<file path="src/rtl/eqr_pkg.sv">
// Package: constants and types for the error queue reporter
package eqr_pkg;
  // ---------------------------------------------------------------
  // Queue shape
  // ---------------------------------------------------------------
  localparam int EQR_DEPTH = 20;
  localparam int EQR_PTR_W = 5;
  localparam int EQR_CNT_W = 5;
  localparam int EQR_CODE_W = 16;
  localparam logic [EQR_PTR_W-1:0] EQR_PTR_LAST = 5'h14 - 5'h01;
  localparam logic [EQR_PTR_W-1:0] EQR_PTR_ONE = 5'h01;
  localparam logic [EQR_PTR_W-1:0] EQR_PTR_ZERO = 5'h00;
  localparam logic [EQR_CNT_W-1:0] EQR_CNT_FULL = 5'h14;
  localparam logic [EQR_CNT_W-1:0] EQR_CNT_ONE = 5'h01;
  localparam logic [EQR_CNT_W-1:0] EQR_CNT_ZERO = 5'h00;

  // ---------------------------------------------------------------
  // Error codes (signed 16-bit)
  // ---------------------------------------------------------------
  localparam logic signed [15:0] EQR_CODE_NONE = 16'sh0000;
  localparam logic signed [15:0] EQR_CODE_OVERFLOW = -16'sh015e;
  localparam logic signed [15:0] EQR_CODE_FRONT_PANEL = 16'sh0259;
  localparam logic signed [15:0] EQR_CODE_INPUT_OPEN = 16'sh025a;
  localparam logic signed [15:0] EQR_CODE_ADC_OFFSET = 16'sh025b;
  localparam logic signed [15:0] EQR_CODE_RUNDOWN_NOISE = 16'sh025f;
  localparam logic signed [15:0] EQR_CODE_GAIN_X1 = 16'sh0261;
  localparam logic signed [15:0] EQR_CODE_GAIN_X10 = 16'sh0262;
  localparam logic signed [15:0] EQR_CODE_SENSE_HIGH_ZERO = 16'sh0265;
  localparam logic signed [15:0] EQR_CODE_INPUT_ZERO = 16'sh0266;
  localparam logic signed [15:0] EQR_CODE_CURRENT_SENSE = 16'sh0268;

  // ---------------------------------------------------------------
  // Self-test failure bits
  // ---------------------------------------------------------------
  localparam int EQR_ST_N = 9;
  localparam int EQR_ST_IDX_W = 4;
  localparam logic [EQR_ST_IDX_W-1:0] EQR_ST_IDX_ZERO = 4'h0;
  localparam logic [EQR_ST_IDX_W-1:0] EQR_ST_IDX_ONE = 4'h1;
  localparam logic [EQR_ST_N-1:0] EQR_ST_NONE = 9'h000;

  typedef enum logic [1:0] {
    EQR_ST_IDLE = 2'b01,
    EQR_ST_PUSH = 2'b10
  } eqr_st_state_t;

  function automatic logic signed [15:0] eqr_st_code(input logic [EQR_ST_IDX_W-1:0] idx);
    case (idx)
      4'h0: eqr_st_code = EQR_CODE_FRONT_PANEL;
      4'h1: eqr_st_code = EQR_CODE_INPUT_OPEN;
      4'h2: eqr_st_code = EQR_CODE_ADC_OFFSET;
      4'h3: eqr_st_code = EQR_CODE_RUNDOWN_NOISE;
      4'h4: eqr_st_code = EQR_CODE_GAIN_X1;
      4'h5: eqr_st_code = EQR_CODE_GAIN_X10;
      4'h6: eqr_st_code = EQR_CODE_SENSE_HIGH_ZERO;
      4'h7: eqr_st_code = EQR_CODE_INPUT_ZERO;
      default: eqr_st_code = EQR_CODE_CURRENT_SENSE;
    endcase
  endfunction : eqr_st_code
endpackage : eqr_pkg

</file>
<file path="src/rtl/eqr_selftest_sequencer.sv">
// Self-test result sequencer: turns a fail vector into queued error codes
`timescale 1ns/10ps
module eqr_selftest_sequencer
  import eqr_pkg::*;
(
  input wire logic clock,
  input wire logic reset,
  input wire logic selftest_done,
  input wire logic selftest_fail,
  input wire logic [EQR_ST_N-1:0] selftest_fail_bits,
  output logic st_push,
  output logic signed [EQR_CODE_W-1:0] st_code,
  output logic st_busy
);
  eqr_st_state_t state_ff, nxt_state;
  logic [EQR_ST_N-1:0] pend_ff, nxt_pend;
  logic [EQR_ST_IDX_W-1:0] idx_ff, nxt_idx;

  // ---------------------------------------------------------------
  // Walk pending fail bits, one code per cycle
  // ---------------------------------------------------------------
  always_comb begin
    nxt_state = state_ff;
    nxt_pend = pend_ff;
    nxt_idx = idx_ff;
    st_push = 1'b0;
    st_code = eqr_st_code(idx_ff);
    case (state_ff)
      EQR_ST_IDLE: begin
        if (selftest_done && selftest_fail && (selftest_fail_bits != EQR_ST_NONE)) begin
          nxt_pend = selftest_fail_bits;
          nxt_idx = EQR_ST_IDX_ZERO;
          nxt_state = EQR_ST_PUSH;
        end
      end
      EQR_ST_PUSH: begin
        if (pend_ff[idx_ff]) begin
          st_push = 1'b1;
          nxt_pend[idx_ff] = 1'b0;
        end
        if (idx_ff == EQR_ST_IDX_W'(EQR_ST_N - 1)) begin
          nxt_state = EQR_ST_IDLE;
        end else begin
          nxt_idx = idx_ff + EQR_ST_IDX_ONE;
        end
      end
      default: nxt_state = EQR_ST_IDLE;
    endcase
  end

  always_ff @(posedge clock) begin
    if (reset) begin
      state_ff <= EQR_ST_IDLE;
      pend_ff <= EQR_ST_NONE;
      idx_ff <= EQR_ST_IDX_ZERO;
    end else begin
      state_ff <= nxt_state;
      pend_ff <= nxt_pend;
      idx_ff <= nxt_idx;
    end
  end

  assign st_busy = (state_ff == EQR_ST_PUSH);
endmodule : eqr_selftest_sequencer

</file>
<file path="src/rtl/eqr_error_queue_reporter.sv">
// Error queue reporter: 20-entry FIFO of signed error codes with indicator
`timescale 1ns/10ps
// What this block does
// - Queue holds at most 20 codes; each new error takes next free entry, except an external one meeting a self-test push.
// - Codes are read out strictly oldest first.
// - Error indicator is lit while any recorded error remains unread.
// - Indicator goes dark once the reader has drained the queue.
// - Reading an empty queue returns a distinct no-error answer.
// - Error into a full queue overwrites newest entry with -350; new error lost.
// - Queue empties at power-up and on clear-status command.
// - General instrument reset leaves queue contents untouched.
// - Failed self-test with any fail bit set lights indicator and pushes its error codes.
// - Codes 601 front panel, 602 inputs not open, 603 converter offset.
// - Codes 607 noisy rundown, 610 gain ten path, 616 current check.
// - Codes 609 unity gain path, 613 sense-high zero, 614 input zero.
module eqr_error_queue_reporter
  import eqr_pkg::*;
(
  input wire logic clock,
  input wire logic reset,
  input wire logic clear_status,
  input wire logic instrument_reset,
  input wire logic err_push,
  input wire logic signed [EQR_CODE_W-1:0] err_code,
  input wire logic read_strobe,
  input wire logic selftest_done,
  input wire logic selftest_fail,
  input wire logic [EQR_ST_N-1:0] selftest_fail_bits,
  output logic signed [EQR_CODE_W-1:0] read_code_ff,
  output logic read_valid_ff,
  output logic read_empty_ff,
  output logic error_indicator_ff,
  output logic [EQR_CNT_W-1:0] count_ff,
  output logic full_ff,
  output logic selftest_busy_ff
);
  // Queue storage and pointers
  logic signed [EQR_CODE_W-1:0] mem_ff [EQR_DEPTH];
  logic signed [EQR_CODE_W-1:0] nxt_mem [EQR_DEPTH];
  logic [EQR_PTR_W-1:0] rd_ptr_ff;
  logic [EQR_PTR_W-1:0] nxt_rd_ptr;
  logic [EQR_PTR_W-1:0] wr_ptr_ff;
  logic [EQR_PTR_W-1:0] nxt_wr_ptr;
  logic [EQR_CNT_W-1:0] nxt_count;
  logic signed [EQR_CODE_W-1:0] nxt_read_code;
  logic nxt_read_valid;
  logic nxt_read_empty;
  logic nxt_error_indicator;
  logic nxt_full;
  logic nxt_selftest_busy;
  // Self-test side
  logic st_push;
  logic st_busy;
  logic signed [EQR_CODE_W-1:0] st_code;
  logic any_push;
  logic signed [EQR_CODE_W-1:0] push_code;
  logic wr_take;
  logic ovf_take;
  logic [EQR_CNT_W-1:0] cnt_after_rd;
  logic [EQR_PTR_W-1:0] last_ptr;

  // ---------------------------------------------------------------
  // Self-test code source
  // ---------------------------------------------------------------
  eqr_selftest_sequencer u_selftest (
    .clock(clock),
    .reset(reset),
    .selftest_done(selftest_done),
    .selftest_fail(selftest_fail),
    .selftest_fail_bits(selftest_fail_bits),
    .st_push(st_push),
    .st_code(st_code),
    .st_busy(st_busy)
  );

  function automatic logic [EQR_PTR_W-1:0] ptr_inc(input logic [EQR_PTR_W-1:0] p);
    ptr_inc = (p == EQR_PTR_LAST) ? EQR_PTR_ZERO : p + EQR_PTR_ONE;
  endfunction : ptr_inc

  // ---------------------------------------------------------------
  // Pointer step back, for the overflow overwrite
  // ---------------------------------------------------------------
  function automatic logic [EQR_PTR_W-1:0] ptr_dec(input logic [EQR_PTR_W-1:0] p);
    ptr_dec = (p == EQR_PTR_ZERO) ? EQR_PTR_LAST : p - EQR_PTR_ONE;
  endfunction : ptr_dec

  // ---------------------------------------------------------------
  // Push arbitration
  // ---------------------------------------------------------------
  always_comb begin
    // Both sources share one write port into the queue
    // Self-test codes take priority; an external error meanwhile is dropped
    any_push = st_push | err_push;
    push_code = st_push ? st_code : err_code;
  end

  // ---------------------------------------------------------------
  // Read side: pointer, answer and flags of the last read
  // ---------------------------------------------------------------
  always_comb begin
    nxt_rd_ptr = rd_ptr_ff;
    nxt_read_code = read_code_ff;
    nxt_read_valid = 1'b0;
    nxt_read_empty = read_empty_ff;
    cnt_after_rd = count_ff;
    // Answer stands until the next strobe; valid lasts one cycle
    if (read_strobe) begin
      nxt_read_valid = 1'b1;
      if (count_ff == EQR_CNT_ZERO) begin
        // Empty queue: answer with the no-error code, remove nothing
        nxt_read_code = EQR_CODE_NONE;
        nxt_read_empty = 1'b1;
      end else begin
        nxt_read_code = mem_ff[rd_ptr_ff];
        nxt_read_empty = 1'b0;
        nxt_rd_ptr = ptr_inc(rd_ptr_ff);
        cnt_after_rd = count_ff - EQR_CNT_ONE;
      end
    end
    // Clear-status restarts both pointers at entry zero
    if (clear_status) begin
      nxt_rd_ptr = EQR_PTR_ZERO;
    end
  end

  always_ff @(posedge clock) begin
    if (reset) begin
      rd_ptr_ff <= EQR_PTR_ZERO;
      read_code_ff <= EQR_CODE_NONE;
      read_valid_ff <= 1'b0;
      read_empty_ff <= 1'b1;
    end else begin
      rd_ptr_ff <= nxt_rd_ptr;
      read_code_ff <= nxt_read_code;
      read_valid_ff <= nxt_read_valid;
      read_empty_ff <= nxt_read_empty;
    end
  end

  // ---------------------------------------------------------------
  // Write side: pointer and count
  // ---------------------------------------------------------------
  always_comb begin
    wr_take = 1'b0;
    ovf_take = 1'b0;
    nxt_wr_ptr = wr_ptr_ff;
    nxt_count = cnt_after_rd;
    last_ptr = ptr_dec(wr_ptr_ff);
    // Read is settled first, so a push sees the freed slot
    if (any_push) begin
      if (cnt_after_rd == EQR_CNT_FULL) begin
        // Full: count stays, the newest entry takes the overflow code
        ovf_take = 1'b1;
      end else begin
        wr_take = 1'b1;
        nxt_wr_ptr = ptr_inc(wr_ptr_ff);
        nxt_count = cnt_after_rd + EQR_CNT_ONE;
      end
    end
    // Clear-status empties the queue; instrument_reset deliberately has no effect
    if (clear_status) begin
      nxt_wr_ptr = EQR_PTR_ZERO;
      nxt_count = EQR_CNT_ZERO;
    end
  end

  always_ff @(posedge clock) begin
    if (reset) begin
      wr_ptr_ff <= EQR_PTR_ZERO;
      count_ff <= EQR_CNT_ZERO;
    end else begin
      wr_ptr_ff <= nxt_wr_ptr;
      count_ff <= nxt_count;
    end
  end

  // ---------------------------------------------------------------
  // Status flags
  // ---------------------------------------------------------------
  always_comb begin
    // Indicator follows the count, so self-test codes light it as well
    nxt_error_indicator = (nxt_count != EQR_CNT_ZERO);
    nxt_full = (nxt_count == EQR_CNT_FULL);
    nxt_selftest_busy = st_busy;
  end

  always_ff @(posedge clock) begin
    if (reset) begin
      error_indicator_ff <= 1'b0;
      full_ff <= 1'b0;
      selftest_busy_ff <= 1'b0;
    end else begin
      error_indicator_ff <= nxt_error_indicator;
      full_ff <= nxt_full;
      selftest_busy_ff <= nxt_selftest_busy;
    end
  end

  // ---------------------------------------------------------------
  // Storage: one slice per entry
  // ---------------------------------------------------------------
  // No reset here: only the count_ff entries starting at rd_ptr_ff are ever read
  for (genvar g = 0; g < EQR_DEPTH; g++) begin : g_entry
    logic hit_wr;
    logic hit_ovf;
    always_comb begin
      // At most one of the two hits is set in any cycle
      hit_wr = wr_take && (wr_ptr_ff == EQR_PTR_W'(g));
      hit_ovf = ovf_take && (last_ptr == EQR_PTR_W'(g));
      nxt_mem[g] = mem_ff[g];
      if (hit_ovf) begin
        nxt_mem[g] = EQR_CODE_OVERFLOW;
      end else if (hit_wr) begin
        nxt_mem[g] = push_code;
      end
    end

    always_ff @(posedge clock) begin
      mem_ff[g] <= nxt_mem[g];
    end
  end
endmodule : eqr_error_queue_reporter

</file>
<file path="config.mk">
export PLATFORM = sky130hd
export DESIGN_NAME = eqr_error_queue_reporter
export DESIGN_NICKNAME = d
export VERILOG_FILES = /design/src/rtl/eqr_pkg.sv /design/src/rtl/eqr_selftest_sequencer.sv /design/src/rtl/eqr_error_queue_reporter.sv
export SDC_FILE = /design/constraint.sdc
export NUM_CORES = 1
export LEC_CHECK = 0
export BUFFER_PORTS_ARGS = -buffer_cell sky130_fd_sc_hd__buf_2
export CAP_MARGIN = 20
export CORE_MARGIN = 4
export CORE_UTILIZATION = 30
export CTS_BUF_LIST = sky130_fd_sc_hd__clkbuf_4 sky130_fd_sc_hd__clkbuf_8
export CTS_CLUSTER_DIAMETER = 30
export DETAILED_ROUTE_END_ITERATION = 8
export PLACE_DENSITY = 0.49
export SYNTH_ARGS = -nofsm -noshare
export SYNTH_HDL_FRONTEND = slang
export SYNTH_SLANG_ARGS = --single-unit
export TNS_END_PERCENT = 100
</file>
<file path="constraint.sdc">
create_clock -name clock -period 9.55 [get_ports clock]
set_clock_uncertainty 0.2 [all_clocks]
set_input_delay 1.4325 -clock clock [delete_from_list [all_inputs] [get_ports clock]]
set_output_delay 1.4325 -clock clock [all_outputs]
set_load 0.01 [all_outputs]
</file>
# After elaboration in Yosys (flattened, before gate mapping)

Memory sizes are Yosys's and may differ from the RTL's. A register that Yosys moved wholly into a read port is not among the register bits.
Index checks and enable logic that the tools add are counted.

Register bits after elaboration: 51
RAM bits: 320
Memory bits (read-only): 48
Input port bits: 33
Output and inout bits: 26
Memories: 2

Memory list:

| name             | words | bits a word | rd ports | clocked after Yosys merged registers in | write ports | line                           | source |
|---|---|---|---|---|---|---|---|
| mem_ff           | 20    | 16          | 1        | 1                                       | 1           | eqr_error_queue_reporter.sv:38 | `logic signed [EQR_CODE_W-1:0] mem_ff [EQR_DEPTH];` |
| (name not given) | 8     | 6           | 1        | 1                                       | 0           | eqr_pkg.sv:47                  | `case (idx)` |

Add/subtract/negate cells: 6
Order comparisons: 2
Equality and inequality tests: 68
Multiplexer cells: 133
Bitwise gates (word level): 5
Reduce and logical (&&, ||, !) cells: 74

Operators with widths:

| cell                | number |
|---|---|
| $mux 16             | 62 |
| $reduce_or 16->1    | 19 |
| $mux 5              | 29 |
| $eq 5x4->1 const B  | 16 |
| $eq 5x5->1 const B  | 11 |
| $logic_and 1x1->1   | 43 |
| $ne 2x2->1 const B  | 21 |
| $eq 5x3->1 const B  | 8 |
| $mux 1              | 29 |
| $eq 5x2->1 const B  | 4 |
| $mux 9              | 2 |
| $pmux 9 s2          | 1 |
| $add 5x1->5 const B | 3 |
| $logic_not 5->1     | 3 |
| $eq 5x1->1 const B  | 2 |
| $sub 5x1->5 const B | 2 |
| $and 9x9->9         | 1 |
| $not 9->9           | 1 |
| $reduce_bool 9->1   | 1 |
| $mux 4              | 2 |
| $pmux 4 s2          | 1 |
| $mux 3              | 2 |
| $ne 2x1->1 const B  | 3 |
| $reduce_and 2->1    | 3 |
| 16 further kinds    | 19 |

# Depth between registers and ports, before layout

Gate-level depths: netlist of run 1.

Depth in word-level cells: 28
Mapped depth: 17
Mapped depth without buffers: 15

# Cells and area by module

A second synthesis of run 1 with hierarchy kept.

Cell total of the unflattened synthesis: 1331
Area total of the unflattened synthesis: 17107.7 sq um

By module, submodules not included:

| module                   | times used | cells an instance | area an instance (sq um) | sequential area each (sq um) |
|---|---|---|---|---|
| eqr_error_queue_reporter | 1          | 1197              | 15880.2                  | 10430.0 |
| eqr_selftest_sequencer   | 1          | 134               | 1227.4                   | 400.4 |

# Least setup slack after synthesis of run 1

OpenSTA, ideal clock, no wires.

Kind: input -> register
Start: in read_strobe
End: mem mem_ff[4][0], enable pin
Data arrival time: 4.155 ns
Setup slack: 4.784 ns
Stages: 13
Buffers on the path: 2
Path through: nand2_1 > buf_2 > o21ai_0 > inv_1 > ha_1 > nand2_1 > a21oi_1 > nand2_1 > o21ai_1 > buf_2 > nor2_1 > nand2_1 > o21ai_0

Cells in the longest elaborated chain, start to end: 26
Elaborated cells on any way between the ends: 123
Those cells by class: eq/ne (21); mux (43); reduce/logical (59)

RTL lines:

| item                                                             | line                                                             | source |
|---|---|---|
| start, declared                                                  | eqr_error_queue_reporter.sv:25                                   | `input wire logic read_strobe,` |
| $mux 5 *                                                         | eqr_error_queue_reporter.sv:107                                  | `if (read_strobe) begin` |
| $eq 5x5->1 *                                                     | eqr_error_queue_reporter.sv:151                                  | `if (cnt_after_rd == EQR_CNT_FULL) begin` |
| $mux 1                                                           | eqr_error_queue_reporter.sv:151                                  |  |
| $mux 1                                                           | eqr_error_queue_reporter.sv:150                                  | `if (any_push) begin` |
| $logic_and 1x1->1 (on tied branches)                             | eqr_error_queue_reporter.sv:208, eqr_error_queue_reporter.sv:209 |  |
| $ne 2x2->1 (no line)                                             | --                                                               |  |
| $reduce_or 16->1 (no line)                                       | --                                                               |  |
| $mux 5 (no line) / $mux 1 (equally long branches) (19 in series) | --                                                               |  |
| end, declared                                                    | eqr_error_queue_reporter.sv:38                                   |  |

Mark *: on every way between the ends. The rest lies on a longest branch, timed or not.

# Worst setup path after layout of run 1

Start: reg count_ff[0]
End: mem mem_ff[10][14], enable pin

Cells in the longest elaborated chain, start to end: 28
Elaborated cells on any way between the ends: 126
Those cells by class: add/sub (1); eq/ne (21); mux (44); reduce/logical (60)

RTL lines:

| item                                                             | line                                                             | source |
|---|---|---|
| start, declared                                                  | eqr_error_queue_reporter.sv:33                                   | `output logic [EQR_CNT_W-1:0] count_ff,` |
| start signal, assigned                                           | eqr_error_queue_reporter.sv:173                                  | `count_ff <= nxt_count;` |
| $sub 5x1->5 / $logic_not 5->1 (equally long branches)            | eqr_error_queue_reporter.sv:117, eqr_error_queue_reporter.sv:109 |  |
| $mux 5                                                           | eqr_error_queue_reporter.sv:109                                  | `if (count_ff == EQR_CNT_ZERO) begin` |
| $mux 5 *                                                         | eqr_error_queue_reporter.sv:107                                  |  |
| $eq 5x5->1 *                                                     | eqr_error_queue_reporter.sv:151                                  |  |
| $mux 1                                                           | eqr_error_queue_reporter.sv:151                                  |  |
| $mux 1                                                           | eqr_error_queue_reporter.sv:150                                  |  |
| $logic_and 1x1->1 (on tied branches)                             | eqr_error_queue_reporter.sv:208, eqr_error_queue_reporter.sv:209 |  |
| $ne 2x2->1 (no line)                                             | --                                                               |  |
| $reduce_or 16->1 (no line)                                       | --                                                               |  |
| $mux 5 (no line) / $mux 1 (equally long branches) (19 in series) | --                                                               |  |

Marks and branches as above.

==> results of run 1 <==
## power groups by stage
| stage | registers [W] | logic, W | clock network [W] |
|---|---|---|---|
| after floorplan | 0.00186 | 0.000140 | 0 |
| after global placement | 0.00186 | 0.000198 | 0 |
| after detailed placement | 0.00186 | 0.000202 | 0 |
| after CTS | 0.00183 | 0.000203 | 0.00177 |
| after global routing | 0.00183 | 0.000226 | 0.00187 |
| final | 0.00183 | 0.000202 | 0.00172 |
## critical path, cell delays in order, from the launching register on
cell and delay (ns):
dfxtp_1 0.35, inv_1 0.09, ha_1 0.21, or4b_2 0.62, nand2_1 0.64, o21ai_0 0.29
inv_1 0.11, ha_1 0.15, nand2_1 0.05, a21oi_1 0.26, o2111a_1 0.85, nand3_1 0.68
nand2_1 0.91
## logic make-up after synthesis
| logic type | Yosys count | synth area share [%] |
|---|---|---|
| adder cells (fa/ha/maj) | 15 | 1.112 |
| XOR/XNOR | 10 | 0.5189 |
| flip-flops | 381 | 64.16 |
| AO/OA/AOI/OAI | 101 | 3.269 |
| multiplexers | 121 | 14.37 |
| AND/OR/NAND/NOR | 536 | 13.44 |
| buffers and inverters | 124 | 3.135 |
## cell usage in the layout (no fill, tap or decap), types with 3 or more instances in the layout
| cell | count |
|---|---|
| nand3_1 | 25 |
| clkinv_2 | 15 |
| nor3_1 | 15 |
| or3_1 | 7 |
| nor4_1 | 3 |
| buf_4 | 24 |
| nand2_1 | 250 |
| o21ai_1 | 16 |
| mux2i_1 | 23 |
| clkbuf_4 | 12 |
| nor2_1 | 184 |
| clkinv_1 | 17 |
| and2_1 | 5 |
| xnor2_1 | 7 |
| clkinvlp_4 | 10 |
| nand2b_1 | 6 |
| o21ai_0 | 17 |
| xor2_1 | 3 |
| nor3b_1 | 4 |
| dfxtp_1 | 59 |
| a21oi_1 | 48 |
| clkinv_4 | 3 |
| a21oi_2 | 4 |
| nor2_2 | 17 |
| edfxtp_1 | 320 |
| nand2_2 | 4 |
| a31oi_1 | 4 |
| mux4_2 | 97 |
| inv_1 | 18 |
| clkbuf_8 | 83 |
| buf_2 | 57 |
| ha_1 | 15 |
| bufinv_16 | 4 |
## flip-flops by register name (all words and copies together) (netlist names), 2 cells and up, named ones only
signal	flops
count_ff	5
mem_ff	320
rd_ptr_ff	5
read_code_ff	16
u_selftest.idx_ff	4
u_selftest.pend_ff	9
u_selftest.state_ff	2
wr_ptr_ff	5
## stage by stage
step | instances | hold WS [ns] | worst slack (ns)
after global placement | 2011 | 0.2456 | 3.419
final | 2162 | 0.2604 | 3.728
after floorplan | 1288 | 0.2462 | 4.784
after CTS | 2157 | 0.2663 | 3.700
after detailed placement | 2011 | 0.2527 | 3.413
after global routing | 2162 | 0.2997 | 3.333
## worst paths after layout
kind	end	slack (ns)	cells past startpoint
setup / recovery	mem_ff[10][14]	3.73	12
hold / removal	read_empty_ff	0.26	2
setup reg to reg	mem_ff[10][14]	3.73	12
hold reg to reg	read_empty_ff	0.26	2
## final cells by class
class | count | area, um2
clock buffer | 95 | 1232
multi-input combinational | 783 | 5537
sequential | 381 | 10840
timing repair buffer | 84 | 506.7
clock inverter | 51 | 385.4
tap | 748 | 935.9
fill | 5383 | 35910
antenna | 1 | 2.502
inverter | 19 | 71.32
## routing by layer
metal  share of wire (%)  GRT usage [%]  wire (um)  vias to the layer above
met1                  44          18.84      18480                     5172
met3                 5.2          3.113       2195                       63
met5                   0              0          0                        -
li1                    -              -          -                     4789
met4                 2.0          4.481        862                        0
met2                  49          23.42      20860                      285
==> flow_summary.toml, run 1 <==
[synthesis]
synth_cell_type_count = 51
syn_inst = 1288
synth_common_cells = "edfxtp_1 (320), nand2_1 (250), nor2_1 (184)"
yosysMostFrequentCell = "edfxtp_1"
synth-seq-cells = 381
synth_top_area_cell = "edfxtp_1"
synth_edf_count = 320
yosysWarningCount = 0
synth.cell_area_mm2 = 0.01688
synth-async-reset-ratio_pct = 0
synth_ff_type = "edfxtp_1"
synthTopCellsByArea = "edfxtp_1 (57%), mux4_2 (13%), dfxtp_1 (7.2%), nand2_1 (5.6%), nor2_1 (4.1%)"
syn-num-nets = 1336
avgSynthCellArea_um2 = 13.11
yosysTopAreaCellShare_pct = 56.92
ys_seq_area_share_pct = 64.16

[routing]
drt_iter0_markers = 675
drtPass1Iterations = 7
vias = 10310
wl_um = 42400
routed_via_density = 4.768
drc_errors = 0
wl_per_cell_um = 19.61
final_antenna_net_count = 0

[sta]
grt_setup_unrepaired = "no"
slew_headroom_pct = 29.39
finalMaxSlewViolations = 0
finalSetupViolCount = 0
fmax_mhz = 171.8
tightestPinTransition_ns = 1.059
setup_tns_ns = 0
period_share_pct = 60.96
finalCriticalPeriod_ns = 5.822
final_hold_viol_count = 0

[global_routing]
grt_pass1_wl_um = 65490
first_global_vias = 10740
grt_antenna_before_repair = 1
track_usage_pct = 14.22
grt_max_degree = 51
grt_overflow = 0

[clocking]
cts_inserted_buffers = 79
clock-sinks = 381
clkLatencyLatePin_ns = 0.62
htree_levels = 3
clock_path_buffers = 3
ctsRootBufferMaster = "clkbuf_8"
post-cts-setup-buffers = 0
path_clk_slew_ns = 0.05
hold_buffers = 0
tritoncts = "yes"
cts.repair.resized = 0

[placed_design]
postPlaceCellArea_mm2 = 0.01784
gp_congestion = 0.8179
dp_hpwl_um = 28860
portBuffers = 57

[power_and_ir_drop]
clkPwrFrac_pct = 45.9
finalPower_w = 0.003752
switching_share_pct = 23.43
p_seq_share_pct = 48.7
pwr-share-comb_pct = 5.4
netSwitchingPower_w = 0.0008791
p_int_w = 0.002873
vdd_drop_max_mv = 0.08764
p_leak_nw = 6.954
power_density_mw_per_mm2 = 192.3

[setup_path]
crit_required_ns = 9.57
startpoint = "count_ff[0]"
critPathArrivalTime_ns = 5.85
crit_fanout = 20
start_kind = "flip-flop"
rr_startpoint = "count_ff[0]"
worstSetupPathType = "flip-flop to flip-flop"
end_kind = "flip-flop"

[die]
dieArea_mm2 = 0.06013
rows = 86
initial_core_util_pct = 30.46
io_pins = 59
die_w_um = 245.2
fp.dieH_um = 245.2
core_mm2 = 0.05542

[cells_and_area]
drive_gt1_share_pct = 24.49
post-route-util_pct = 35.20
design_area_mm2 = 0.01951
area_delta_synth_final_pct = 15.56
nets = 1396

[min_path]
min_from = "read_empty_ff"
hp-class = "flip-flop to flip-flop"

[run_status]
outcome = "complete, no violations"

[run]
max_cap_violations = 0
(Power assumes the default switching activity.)
==> inputs of run 2 (changes only) <==
PLACE_DENSITY = 0.51   (was 0.49)
clock period = 4.8 ns   (was 9.55 ns; I/O delays follow)
==> flow_summary.toml, run 2 (synthesis results as in run 1) <==
[run_status]
outcome = "complete, no violations"

[sta]
holdWs_ns = 0.1509
grt_setup_unrepaired = "no"
final_hold_viol_count = 0
finalMaxSlewViolations = 0
tightestPinTransition_ns = 0.8539
fmax_mhz = 234.8
period_share_pct = 88.72
slew_headroom_pct = 43.07
finalSetupViolCount = 0
setup_tns_ns = 0
finalCriticalPeriod_ns = 4.259

[setup_path]
r2r_setup_slack_ns = 0.54
crit_path_end = "mem_ff[19][14]"
crit_path_frequent_cell = "nand2_1"
path_buf_inv = 2
crit_path_max_incr_delay_ns = 0.62
crit_fanout = 16
cpLargestDelayFamily = "simple AND/OR/NAND/NOR gates"
cp_cell_sequence = "inv_1 -> ha_1 -> or4b_2 -> and2_1 -> xnor2_1 -> ha_1 -> nand2_1 -> a21oi_1 -> nand2_1 -> nor4_4 -> nand2_1 -> o21ai_1 -> buf_4"
rr_startpoint = "count_ff[0]"
startpoint = "count_ff[0]"
rr_worst_depth = 13
critPathArrivalTime_ns = 4.35
start_kind = "flip-flop"
path_depth = 13
rr_endpoint = "mem_ff[19][14]"
critical_path.slowest_cell = "or4b_2"
worstSetupPathType = "flip-flop to flip-flop"
end_kind = "flip-flop"
crit_required_ns = 4.89

[clocking]
post-cts-setup-buffers = 0
ctsRootBufferMaster = "clkbuf_8"
hold_buffers = 0
path_clk_slew_ns = 0.06
clkLatencyLatePin_ns = 0.61
clock_path_buffers = 3
cts_inserted_buffers = 76
tritoncts = "yes"
htree_levels = 3
clock-sinks = 381
cts.repair.resized = 0

[die]
die_w_um = 245.2
rows = 86
core_mm2 = 0.05542
fp.dieH_um = 245.2
io_pins = 59
dieArea_mm2 = 0.06013
initial_core_util_pct = 30.46

[power_and_ir_drop]
finalPower_w = 0.007710
p_leak_nw = 7.191
vdd_drop_max_mv = 0.1489
power_density_mw_per_mm2 = 387.3

[cells_and_area]
nets = 1434
drive_gt1_share_pct = 26.81
top_regs = "mem_ff: 320 flops, read_code_ff: 16 flops, u_selftest.pend_ff: 9 flops"
regArea_mm2 = 0.01084
layout_common_cells = "edfxtp_1 (320), nand2_1 (250), nor2_1 (184)"
largest_reg_flops = 320
fill_cells = 5360
design_area_mm2 = 0.01991
post-route-util_pct = 35.92
area_delta_synth_final_pct = 17.92
regMostFlops = "mem_ff"
final_common_cell = "edfxtp_1"
multi_input_area_mm2 = 0.005537

[routing]
drc_errors = 0
vias = 10400
routed_via_density = 4.737
drtPass1Iterations = 7
drt_iter0_markers = 779
final_antenna_net_count = 0
wl_um = 41910
wl_per_cell_um = 19.09

[placed_design]
postPlaceCellArea_mm2 = 0.01819
dp_hpwl_um = 29450
portBuffers = 57
gp_congestion = 0.7970

[min_path]
hp-class = "input pin to flip-flop"

[global_routing]
grt_antenna_before_repair = 1
first_global_vias = 10940
grt_overflow = 0
track_usage_pct = 14.16
grt_max_degree = 51
grt_pass1_wl_um = 65460

[run]
max_cap_violations = 0
-- run 2: cell count changes in the layout (fill, tap and decap cells not counted) --
cell,change
buf_12,+1
buf_4,+43
buf_6,-1
buf_8,-2
bufinv_16,+6
clkbuf_4,+2
clkbuf_8,-3
clkinv_1,-8
clkinv_2,-2
clkinv_4,+1
clkinvlp_4,-2
inv_8,-1
-- run 2: per-stage QoR --
step | std cells | worst slack (ns)
after floorplan | 1288 | 0.2370
after global placement | 2056 | 0.5436
after detailed placement | 2056 | 0.5292
after CTS | 2195 | 0.5140
after global routing | 2196 | 0.1777
final | 2196 | 0.5412
-- run 2: routing by layer --
metal	global-route usage (%)	up-vias	routed length, um
met3	2.666	60	2060
met5	0	-	0
met1	18.61	5232	18210
li1	-	4871	-
met4	3.793	0	713
met2	24.16	240	20930
-- run 2: final cells by class --
class,count,share of cell area (%)
timing repair buffer,125,4.060
inverter,19,0.3583
multi-input combinational,783,27.81
sequential,381,54.44
tap,748,4.701
antenna,1,0.01257
clock buffer,94,6.059
clock inverter,45,2.552
-- run 2: worst min-delay path by stage --
stage                     cells after the start               endpoint                   from  slack [ns]
after floorplan                               2  u_selftest.pend_ff[4]  u_selftest.pend_ff[4]        0.25
after global placement                        2          read_empty_ff          read_empty_ff        0.25
after detailed placement                      2          read_empty_ff          read_empty_ff        0.25
after CTS                                     2            count_ff[2]           clear_status        0.11
after global routing                          2            count_ff[2]           clear_status        0.13
final                                         2            count_ff[2]           clear_status        0.15
-- run 2: power by group --
part / leakage (nW) / internal [W] / total (W) / switching [W]
combinational: 2.94 / 0.000161 / 0.000399 / 0.000238
clock: 0.871 / 0.00222 / 0.00367 / 0.00145
sequential: 3.38 / 0.00361 / 0.00364 / 0.0000243
==> inputs of run 3 (changes only) <==
PLACE_DENSITY = 0.49   (was 0.51)
clock period = 4.97 ns   (was 4.8 ns; I/O delays follow)
==> flow_summary.toml, run 3 (synthesis results as in run 1) <==
[run_status]
outcome = "complete, no violations"

[die]
core_mm2 = 0.05542
initial_core_util_pct = 30.46
fp.dieH_um = 245.2
die_w_um = 245.2
io_pins = 59
dieArea_mm2 = 0.06013
rows = 86

[cells_and_area]
regArea_mm2 = 0.01084
fin_cells = 2208
top_regs = "mem_ff: 320 flops, read_code_ff: 16 flops, u_selftest.pend_ff: 9 flops"
drive_gt1_share_pct = 27.21
regMostFlops = "mem_ff"
design_area_mm2 = 0.02006
layout_common_cells = "edfxtp_1 (320), nand2_1 (250), nor2_1 (184)"
final_common_cell = "edfxtp_1"
multi_input_area_mm2 = 0.005537
largest_reg_flops = 320
nets = 1436
fill_cells = 5382
area_delta_synth_final_pct = 18.81

[placed_design]
placed_cells = 2049
dp_hpwl_um = 29540
portBuffers = 57
gp_congestion = 0.7869
postPlaceCellArea_mm2 = 0.01812

[clocking]
path_clk_slew_ns = 0.05
post-cts-setup-buffers = 0
clock_path_buffers = 3
ctsRootBufferMaster = "clkbuf_8"
tritoncts = "yes"
clock-sinks = 381
cts_inserted_buffers = 84
cts.repair.resized = 0
hold_buffers = 0
clkLatencyLatePin_ns = 0.63
htree_levels = 3

[power_and_ir_drop]
netSwitchingPower_w = 0.001761
p_seq_share_pct = 45.2
clkPwrFrac_pct = 49.9
p_leak_nw = 7.263
switching_share_pct = 22.63
vdd_drop_max_mv = 0.1759
power_density_mw_per_mm2 = 388.0
p_int_w = 0.006021
pwr-share-comb_pct = 5.0

[setup_path]
worstSetupPathType = "flip-flop to flip-flop"
crit_required_ns = 5.07
crit_fanout = 16
critPathArrivalTime_ns = 4.59
start_kind = "flip-flop"
end_kind = "flip-flop"
r2r_setup_slack_ns = 0.48

[sta]
fmax_mhz = 222.8
tightestPinTransition_ns = 1.060
finalSetupViolCount = 0
setup_tns_ns = 0
grt_setup_unrepaired = "no"
slew_headroom_pct = 29.35
finalCriticalPeriod_ns = 4.488
final_hold_viol_count = 0
finalMaxSlewViolations = 0
period_share_pct = 90.30

[global_routing]
track_usage_pct = 14.31
grt_overflow = 0
grt_pass1_wl_um = 66260
first_global_vias = 10990
grt_max_degree = 57
grt_antenna_before_repair = 1

[min_path]
hp-class = "input pin to flip-flop"

[routing]
vias = 10500
final_antenna_net_count = 0
wl_per_cell_um = 19.34
drt_iter0_markers = 731
wl_um = 42700
drc_errors = 0
drtPass1Iterations = 5
routed_via_density = 4.756

[run]
max_cap_violations = 0
-- run 3: cell count changes in the layout (fill, tap and decap cells not counted), sizes merged --
cell and change:
clkbuf +8, clkinvlp +2, buf -6, bufinv +1
inv +3, clkinv +4
-- run 3: final timing paths --
path         cells past startpoint          start            end
min reg2reg                      2  read_empty_ff  read_empty_ff
max                             14    count_ff[0]   mem_ff[3][0]
min                              2   clear_status    count_ff[2]
max reg2reg                     14    count_ff[0]   mem_ff[3][0]
-- run 3: layout make-up --
class                      instances  share of cell area (%)
antenna                            1                 0.01248
clock buffer                     102                   6.625
clock inverter                    55                   2.957
inverter                          19                  0.3556
multi-input combinational        783                   27.60
sequential                       381                   54.04
tap                              748                   4.666
timing repair buffer             119                   3.743
-- run 3: per-layer routing --
metal  GRT usage, %  share of wire [%]
met2          23.63                 49
met5              0                  0
met4          4.548                2.1
met1          19.02                 44
met3          2.928                5.4
-- run 3: power groups by stage --
stage                     Sequential, W  Clock, W  Combinational (W)
after global placement          0.00358         0           0.000383
after detailed placement        0.00358         0           0.000390
after global routing            0.00352   0.00415           0.000433
after CTS                       0.00352   0.00397           0.000391
after floorplan                 0.00357         0           0.000269
final                           0.00352   0.00388           0.000386
-- run 3: stage by stage --
step	setup slack (ns)	total power, W	hold WS (ns)	util, %
floorplan	0.4070	0.003843	0.2462	-
global placement	0.5303	0.003964	0.2482	32.71
detailed placement	0.4814	0.003971	0.2566	32.71
CTS	0.4459	0.007880	0.1153	36.18
global route	0.1285	0.008100	0.1389	36.19
finish	0.4823	0.007782	0.1676	36.19
-- run 3: critical path, cell delays in order, from the launching register on --
cell and delay (ns):
dfxtp_1 0.35, inv_1 0.09, ha_1 0.20, or4b_2 0.62, and2_1 0.29, xnor2_1 0.30
ha_1 0.22, nand2_1 0.05, a21oi_1 0.26, o2111a_1 0.62, buf_4 0.25, nand3_1 0.08
buf_4 0.22, o21ai_1 0.09, buf_4 0.30
